===== src/inc/rsc_params.svh =====
// Constants for the reset source control block
`ifndef RSC_PARAMS_SVH
`define RSC_PARAMS_SVH
`define RSC_ADDR_CLKWATCH 8'h00
`define RSC_ADDR_RESETCAUSE 8'h04
`define RSC_ADDR_LVDCTRL 8'h08
`define RSC_ADDR_RESETKIND 8'h0c
`define RSC_BIT_CW_ENABLE 0
`define RSC_BIT_CW_RESET_FLAG 1
`define RSC_BIT_WDT_RESET_FLAG 4
`define RSC_BIT_LVD_RESET_FLAG 0
`define RSC_BIT_LVD_OUT_ENABLE 1
`define RSC_BIT_LVD_ON 7
`define RSC_CAUSE_RESET 8'h00
`define RSC_CAUSE_SETTLE 2'h2
`define RSC_CLKWATCH_RESET 8'h00
`define RSC_LVDCTRL_RESET 8'h00
`endif


===== src/inc/rsc_pkg.sv =====
// Types for the reset source control block
package rsc_pkg;
    typedef struct packed {
        logic [7:0] adr;
        logic [7:0] dat;
        logic we;
        logic sel;
        logic req;
    } rsc_wb_req_t;
    typedef struct packed {
        logic powerOnClear;
        logic clockWatch;
        logic lowVoltage;
        logic watchdog;
        logic pin;
    } rsc_cause_t;
endpackage


===== src/logic/rsc_sync.sv =====
// Two-flop synchroniser for one level
`timescale 1ns/1ns
`default_nettype none
module rsc_sync (
    input wire logic clk,
    input wire logic rst_b,
    input wire logic d,
    output logic q
);
    logic stage1Reg;
    logic stage2Reg;
    always_ff @(posedge clk or negedge rst_b) begin
        if (!rst_b) begin
            stage1Reg <= 1'b0;
            stage2Reg <= 1'b0;
        end else begin
            stage1Reg <= d;
            stage2Reg <= stage1Reg;
        end
    end
    assign q = stage2Reg;
endmodule
`default_nettype wire


===== src/logic/rsc_cause_latch.sv =====
// Captures which source caused the last reset
`timescale 1ns/1ns
`default_nettype none
`include "rsc_params.svh"
module rsc_cause_latch (
    input wire logic clk,
    input wire logic rst_b,
    input wire rsc_pkg::rsc_cause_t cause,
    output logic [7:0] flags
);
    // Cause sampled once the two-flop synchronisers have settled
    logic [1:0] settleReg;
    logic [1:0] settleNext;
    logic [7:0] flagsReg;
    logic [7:0] flagsNext;
    always_comb begin
        settleNext = settleReg;
        if (settleReg != 2'h3) begin
            settleNext = settleReg + 2'h1;
        end
        flagsNext = flagsReg;
        if (settleReg == `RSC_CAUSE_SETTLE) begin
            if (cause.powerOnClear) begin
                flagsNext = `RSC_CAUSE_RESET; // RL4
            end else begin
                flagsNext = `RSC_CAUSE_RESET;
                flagsNext[`RSC_BIT_CW_RESET_FLAG] = cause.clockWatch; // RL3
                flagsNext[`RSC_BIT_WDT_RESET_FLAG] = cause.watchdog;
                flagsNext[`RSC_BIT_LVD_RESET_FLAG] = cause.lowVoltage;
            end
        end
    end
    always_ff @(posedge clk or negedge rst_b) begin
        if (!rst_b) begin
            settleReg <= 2'h0;
            flagsReg <= `RSC_CAUSE_RESET;
        end else begin
            settleReg <= settleNext;
            flagsReg <= flagsNext; // RL8
        end
    end
    assign flags = flagsReg;
endmodule
`default_nettype wire


===== src/logic/rsc_reset_source_control.sv =====
// Reset source control: clock watch enable, reset cause flags, detector control
// Functional notes
// RL1 - Clock watch enable cannot be cleared by software
// RL2 - Clock watch reset clears the enable bit
// RL3 - Clock watch reset sets its cause flag
// RL4 - Power-on clear zeroes all cause flags
// RL5 - Software stops detector writing zero byte
// RL6 - Software clears detector on before output enable
// RL7 - Software reads cause flags byte-wide only
// RL8 - Cause flags hold until next reset
`timescale 1ns/1ns
`default_nettype none
`include "rsc_params.svh"
module rsc_reset_source_control (
    input wire logic clk,
    input wire logic rst_b,
    input wire logic wb_cyc_i,
    input wire logic wb_stb_i,
    input wire logic wb_we_i,
    input wire logic [7:0] wb_adr_i,
    input wire logic [31:0] wb_dat_i,
    input wire logic [3:0] wb_sel_i,
    output logic [31:0] wb_dat_o,
    output logic wb_ack_o,
    input wire logic causePowerOnClear,
    input wire logic causeClockWatch,
    input wire logic causeLowVoltage,
    input wire logic causeWatchdog,
    output logic clockWatchEnable,
    output logic lowVoltageDetectOn,
    output logic lowVoltageDetectOutEnable
);
    // ----------------------------------------
    // Cause inputs from outside the clock domain
    // ----------------------------------------
    rsc_pkg::rsc_cause_t causeSync;
    rsc_pkg::rsc_wb_req_t busReq;
    logic [7:0] causeFlags;
    rsc_sync uSyncPoc (.clk(clk), .rst_b(rst_b), .d(causePowerOnClear),
        .q(causeSync.powerOnClear));
    rsc_sync uSyncCw (.clk(clk), .rst_b(rst_b), .d(causeClockWatch),
        .q(causeSync.clockWatch));
    rsc_sync uSyncLv (.clk(clk), .rst_b(rst_b), .d(causeLowVoltage),
        .q(causeSync.lowVoltage));
    rsc_sync uSyncWd (.clk(clk), .rst_b(rst_b), .d(causeWatchdog),
        .q(causeSync.watchdog));
    assign causeSync.pin = 1'b0;
    rsc_cause_latch uCause (.clk(clk), .rst_b(rst_b), .cause(causeSync),
        .flags(causeFlags));

    // ----------------------------------------
    // Wishbone slave
    // ----------------------------------------
    assign busReq.adr = wb_adr_i;
    assign busReq.dat = wb_dat_i[7:0];
    assign busReq.we = wb_we_i;
    assign busReq.sel = wb_sel_i[0];
    assign busReq.req = wb_cyc_i & wb_stb_i;

    logic ackReg;
    logic ackNext;
    logic [31:0] datReg;
    logic [31:0] datNext;
    logic cwEnReg;
    logic cwEnNext;
    logic [7:0] lvdReg;
    logic [7:0] lvdNext;

    function automatic logic isWrite(input rsc_pkg::rsc_wb_req_t r, input logic [7:0] a);
        isWrite = r.req & r.we & r.sel & (r.adr == a);
    endfunction

    always_comb begin
        ackNext = busReq.req & ~ackReg;
        datNext = 32'h0000_0000;
        cwEnNext = cwEnReg;
        lvdNext = lvdReg;
        if (busReq.req && !ackReg && !busReq.we) begin
            unique case (busReq.adr)
                `RSC_ADDR_CLKWATCH: datNext = {31'h0, cwEnReg};
                `RSC_ADDR_RESETCAUSE: datNext = {24'h0, causeFlags}; // RL7
                `RSC_ADDR_LVDCTRL: datNext = {24'h0, lvdReg};
                default: datNext = 32'h0000_0000;
            endcase
        end
        if (!ackReg && isWrite(busReq, `RSC_ADDR_CLKWATCH)) begin
            // Set only; a written zero is ignored
            cwEnNext = cwEnReg | busReq.dat[`RSC_BIT_CW_ENABLE]; // RL1
        end
        if (!ackReg && isWrite(busReq, `RSC_ADDR_LVDCTRL)) begin
            // A zero byte stops the detector at once
            lvdNext = busReq.dat; // RL5
            // Output enable held while detector still on
            if (lvdReg[`RSC_BIT_LVD_ON] && busReq.dat[`RSC_BIT_LVD_ON]) begin
                lvdNext[`RSC_BIT_LVD_OUT_ENABLE] =
                    lvdReg[`RSC_BIT_LVD_OUT_ENABLE] | busReq.dat[`RSC_BIT_LVD_OUT_ENABLE]; // RL6
            end
        end
    end

    // Every reset, clock watch one included, clears the enable
    always_ff @(posedge clk or negedge rst_b) begin
        if (!rst_b) begin
            ackReg <= 1'b0;
            datReg <= 32'h0000_0000;
            cwEnReg <= 1'b0; // RL2
            lvdReg <= `RSC_LVDCTRL_RESET;
        end else begin
            ackReg <= ackNext;
            datReg <= datNext;
            cwEnReg <= cwEnNext;
            lvdReg <= lvdNext;
        end
    end

    assign wb_ack_o = ackReg;
    assign wb_dat_o = datReg;
    assign clockWatchEnable = cwEnReg;
    assign lowVoltageDetectOn = lvdReg[`RSC_BIT_LVD_ON];
    assign lowVoltageDetectOutEnable = lvdReg[`RSC_BIT_LVD_OUT_ENABLE];
endmodule
`default_nettype wire


===== config.mk =====
export PLATFORM = sky130hd
export DESIGN_NAME = rsc_reset_source_control
export DESIGN_NICKNAME = d
export VERILOG_FILES = /design/src/inc/rsc_pkg.sv /design/src/logic/rsc_sync.sv /design/src/logic/rsc_cause_latch.sv /design/src/logic/rsc_reset_source_control.sv
export VERILOG_INCLUDE_DIRS = /design/src /design/src/inc
export SDC_FILE = /design/constraint.sdc
export NUM_CORES = 1
export LEC_CHECK = 0
export ABC_AREA = 1
export BUFFER_PORTS_ARGS = -buffer_cell sky130_fd_sc_hd__buf_4
export CORE_MARGIN = 4
export CORE_UTILIZATION = 45
export CTS_CLUSTER_DIAMETER = 150
export CTS_CLUSTER_SIZE = 16
export DETAILED_ROUTE_END_ITERATION = 6
export PLACE_DENSITY_LB_ADDON = 0.25
export SYNTH_ARGS = -nofsm -noshare
export SYNTH_HDL_FRONTEND = slang
export SYNTH_SLANG_ARGS = --single-unit

===== constraint.sdc =====
create_clock -name clk -period 2.3 [get_ports clk]
set_input_delay 0.575 -clock clk [delete_from_list [all_inputs] [get_ports clk]]
set_output_delay 0.575 -clock clk [all_outputs]
set_load 0.02 [all_outputs]

==> reports/qor.csv <==
stage,metric,value,unit
timing,Fin Setup TNS,0,ns
floorplanning,Site Rows,20,
floorplanning,Initial Util,46.49,%
clock_network,Max Buffers Root-to-Sink,2,
clock_network,CTS root buffer,clkbuf_4,
global_route,GRT Overall Usage,12.58,%
clock_network,Post-CTS Setup Repair Bufs,0,
yosys,Post-Syn Area per Cell,9.261,um^2
finish,FILL cells,276,
yosys,"top cells by count, synth","40 x nand2_1, 31 x dfrtp_1, 24 x buf_4",
power_and_ir_drop,Power Density,561.6,nW/um^2
setup_path,"delay-heaviest family, CP",flip-flops,
yosys,Synth top area share,55.11,%
timing,Clock Skew,0.01250,ns
floorplanning,Die Span Y,63.93,um
routing,ANT nets after route,0,
routing,Max Used Layer,met4,
power_and_ir_drop,Gate power share,10.6,%
routing,Iteration-0 DRC Markers,20,
global_route,antenna violations before repair,0,
place,GP Congestion,0.7745,
floorplanning,I/O pins,89,
place,Post-DP HPWL,1885,um
clock_network,htree depth,2,
routing,Routed met2 length,1057,um
clock_network,"Clk Latency, worst-skew pair",0.33,ns
finish,synth-to-layout area growth,20.53,%
global_route,global-route wire length before repair,3843,um
routing,via count,1014,
routing,drt first pass iters,4,
timing,RSZ-0062 raised after global routing,false,
yosys,mapped cell area,1408,um^2
yosys,"area leader, netlist",dfrtp_1,
routing,met3 wire len,273,um
yosys,cell count after synthesis,152,
power_and_ir_drop,Internal Dissipation,0.0007096,W
power_and_ir_drop,switching part of the total,25.53,%
global_route,grt ovf,0,
finish,Antenna diodes,0,
setup_path,critical path class,flop to primary output,
power_and_ir_drop,clock power share,30.5,%
power_and_ir_drop,Max VDD drop,0.4440,mV
power_and_ir_drop,Sequential Power Share,58.9,%
timing,Fin. Hold Viols,0,
setup_path,reg2reg start,wb_ack_o$_DFF_PN0_,
routing,final wirelength,2385,um
setup_path,worst-path maximum fanout,4,
routing,vias per inst,4.225,
yosys,sequential share of the synthesized area,55.11,%
clock_network,clk sinks,31,
yosys,synthesized flop and latch total,31,
routing,wire per inst,9.938,um
timing,post-route clock period utilization,64.99,%
min_path,hold crit path type,primary input to asynchronous set/reset pin,
routing,DRT met1 WL,958,um
routing,Post-route DRC,0,
setup_path,CP bufs+invs,1,
clock_network,Post-CTS Resized,0,
setup_path,Crit path largest cell delay,0.43,ns
setup_path,Crit. Startpoint,lvdReg[7]$_DFFE_PN0P_,
yosys,"EDFF count, synth",0,
setup_path,crit path launch type,flop,
power_and_ir_drop,leakage,0.9369,nW
finish,fraction of layout cells with a size suffix above 1,25.51,%
clock_network,CTS tree,built,
timing,Final min period,1.495,ns
floorplanning,CORE AREA,3028,um^2
yosys,ranking of synthesized cells by area,"dfrtp_1 55%, buf_4 13%, nand2_1 11%, inv_1 4.3%, nor2_1 4.3%",
setup_path,slowest cell on the critical path,dfrtp_1,
floorplanning,die area,4087,um^2
finish,final-stage net count,250,
timing,FMAX,669.0,MHz
power_and_ir_drop,Sw Pwr,0.0002433,W
yosys,ys async rst share,100.0,%
clock_network,number of CTS-inserted buffers,5,
clock_network,hold-fix buffer count after cts,0,
clock_network,clock-pin slew on the worst setup and hold paths,0.10,ns
yosys,Main synth FF type,dfrtp_1,
place,port buffer count,37,
setup_path,CP required,1.73,ns
global_route,vias in the first global route,949,
timing,final setup violation count,0,
yosys,count of cell types in the netlist,18,
setup_path,CP cell instances,buf_4,
global_route,largest net degree at the start of global routing,32,
floorplanning,Die W,63.93,um
setup_path,Setup crit end kind,primary output,
setup_path,crit path DAT,0.92,ns
yosys,most frequent cell after synthesis,nand2_1,
yosys,yosys warns,0,
timing,max-slew violations,0,
job,MaxCap Viol Count,0,
status,status,"complete, no violations",
timing,hold slack final,0.1592,ns
[kinds of logic after synthesis]
group | share of synthesized area (%)
other | 0.2664
AND/OR/NAND/NOR | 21.24
buffers and inverters | 17.69
AO/OA/AOI/OAI | 3.289
flip-flops | 55.11
XOR/XNOR | 0.6223
adder cells (fa/ha/maj) | 1.777
[layout make-up]
cell class                      instances  area, um^2  share of cell area (%)
Inverter                               17       68.82                   4.056
Sequential cell                        31       775.7                   45.72
Clock buffer                            7       45.04                   2.655
Multi-Input combinational cell        103       469.2                   27.65
Tap cell                               44       55.05                   3.245
Clock inverter                          1       5.005                  0.2950
Timing Repair Buffer                   37       277.8                   16.37
[path summary, 6_finish.rpt]
path	slack, ns	depth (start not counted)	endpoint
min in group clk	0.34	0	uSyncCw.q$_DFF_PN0_
worst max-delay path	0.81	1	lowVoltageDetectOn
worst min-delay path	0.16	1	lvdReg[1]$_DFFE_PN0P_
worst max register to register	1.04	7	lvdReg[0]$_DFFE_PN0P_
worst min register to register	0.34	0	uSyncCw.q$_DFF_PN0_
max in group asynchronous	1.86	1	uCause.settleReg[0]$_DFFE_PN0P_
[layer usage]
metal | GRT usage [%] | vias to the layer above
met5 | 0 | -
met4 | 9.164 | 0
li1 | - | 503
met2 | 19.61 | 51
met1 | 12.80 | 448
met3 | 6.503 | 12
[state kept, by name, summed over array words and instances (netlist names), 2 cells and up]
| register | flops |
|---|---|
| lvdReg | 8 |
| uCause.settleReg | 2 |
| wb_dat_o | 8 |
| uCause.flags | 3 |
[through the flow]
stage                     setup WS (ns)  std cells  utilization (%)  total power [W]  instance area (um^2)
after detailed placement         0.7039        232            54.38        0.0006734                  1647
after floorplan                  0.9529        175                -        0.0006527                  1494
after global routing             0.7316        240            56.03         0.001005                  1697
after global placement           0.7273        232            54.38        0.0006706                  1647
after CTS                        0.7841        240            56.03        0.0009649                  1697
final                            0.8053        240            56.03        0.0009529                  1697
[worst reg2reg max path: stages (launching register included)]
cell	delay [ns]
dfrtp_1	0.39
inv_1	0.05
nand3_1	0.09
nor2_1	0.31
nand2_4	0.14
clkinv_4	0.10
nand2_1	0.07
o21ai_2	0.05
[power groups by stage]
stage	Sequential, W	Combinational (W)	Clock, W
floorplan	0.000572	0.0000804	0
global placement	0.000571	0.0000996	0
detailed placement	0.000572	0.000102	0
CTS	0.000561	0.000102	0.000302
global route	0.000563	0.000112	0.000331
finish	0.000561	0.000101	0.000291
[layout by cell type, fill, tap and decap left out]
cell type	n
a31o_2	1
buf_4	37
clkbuf_1	2
clkbuf_4	5
clkinv_2	1
clkinv_4	1
conb_1	24
dfrtp_1	31
ha_1	2
inv_1	16
nand2_1	40
nand2_4	1
nand3_1	8
nand3_2	1
nor2_1	16
nor2_4	2
nor3_1	1
o2111ai_1	1
o21ai_0	4
o21ai_2	1
xnor2_1	1
(Power assumes the default switching activity.)
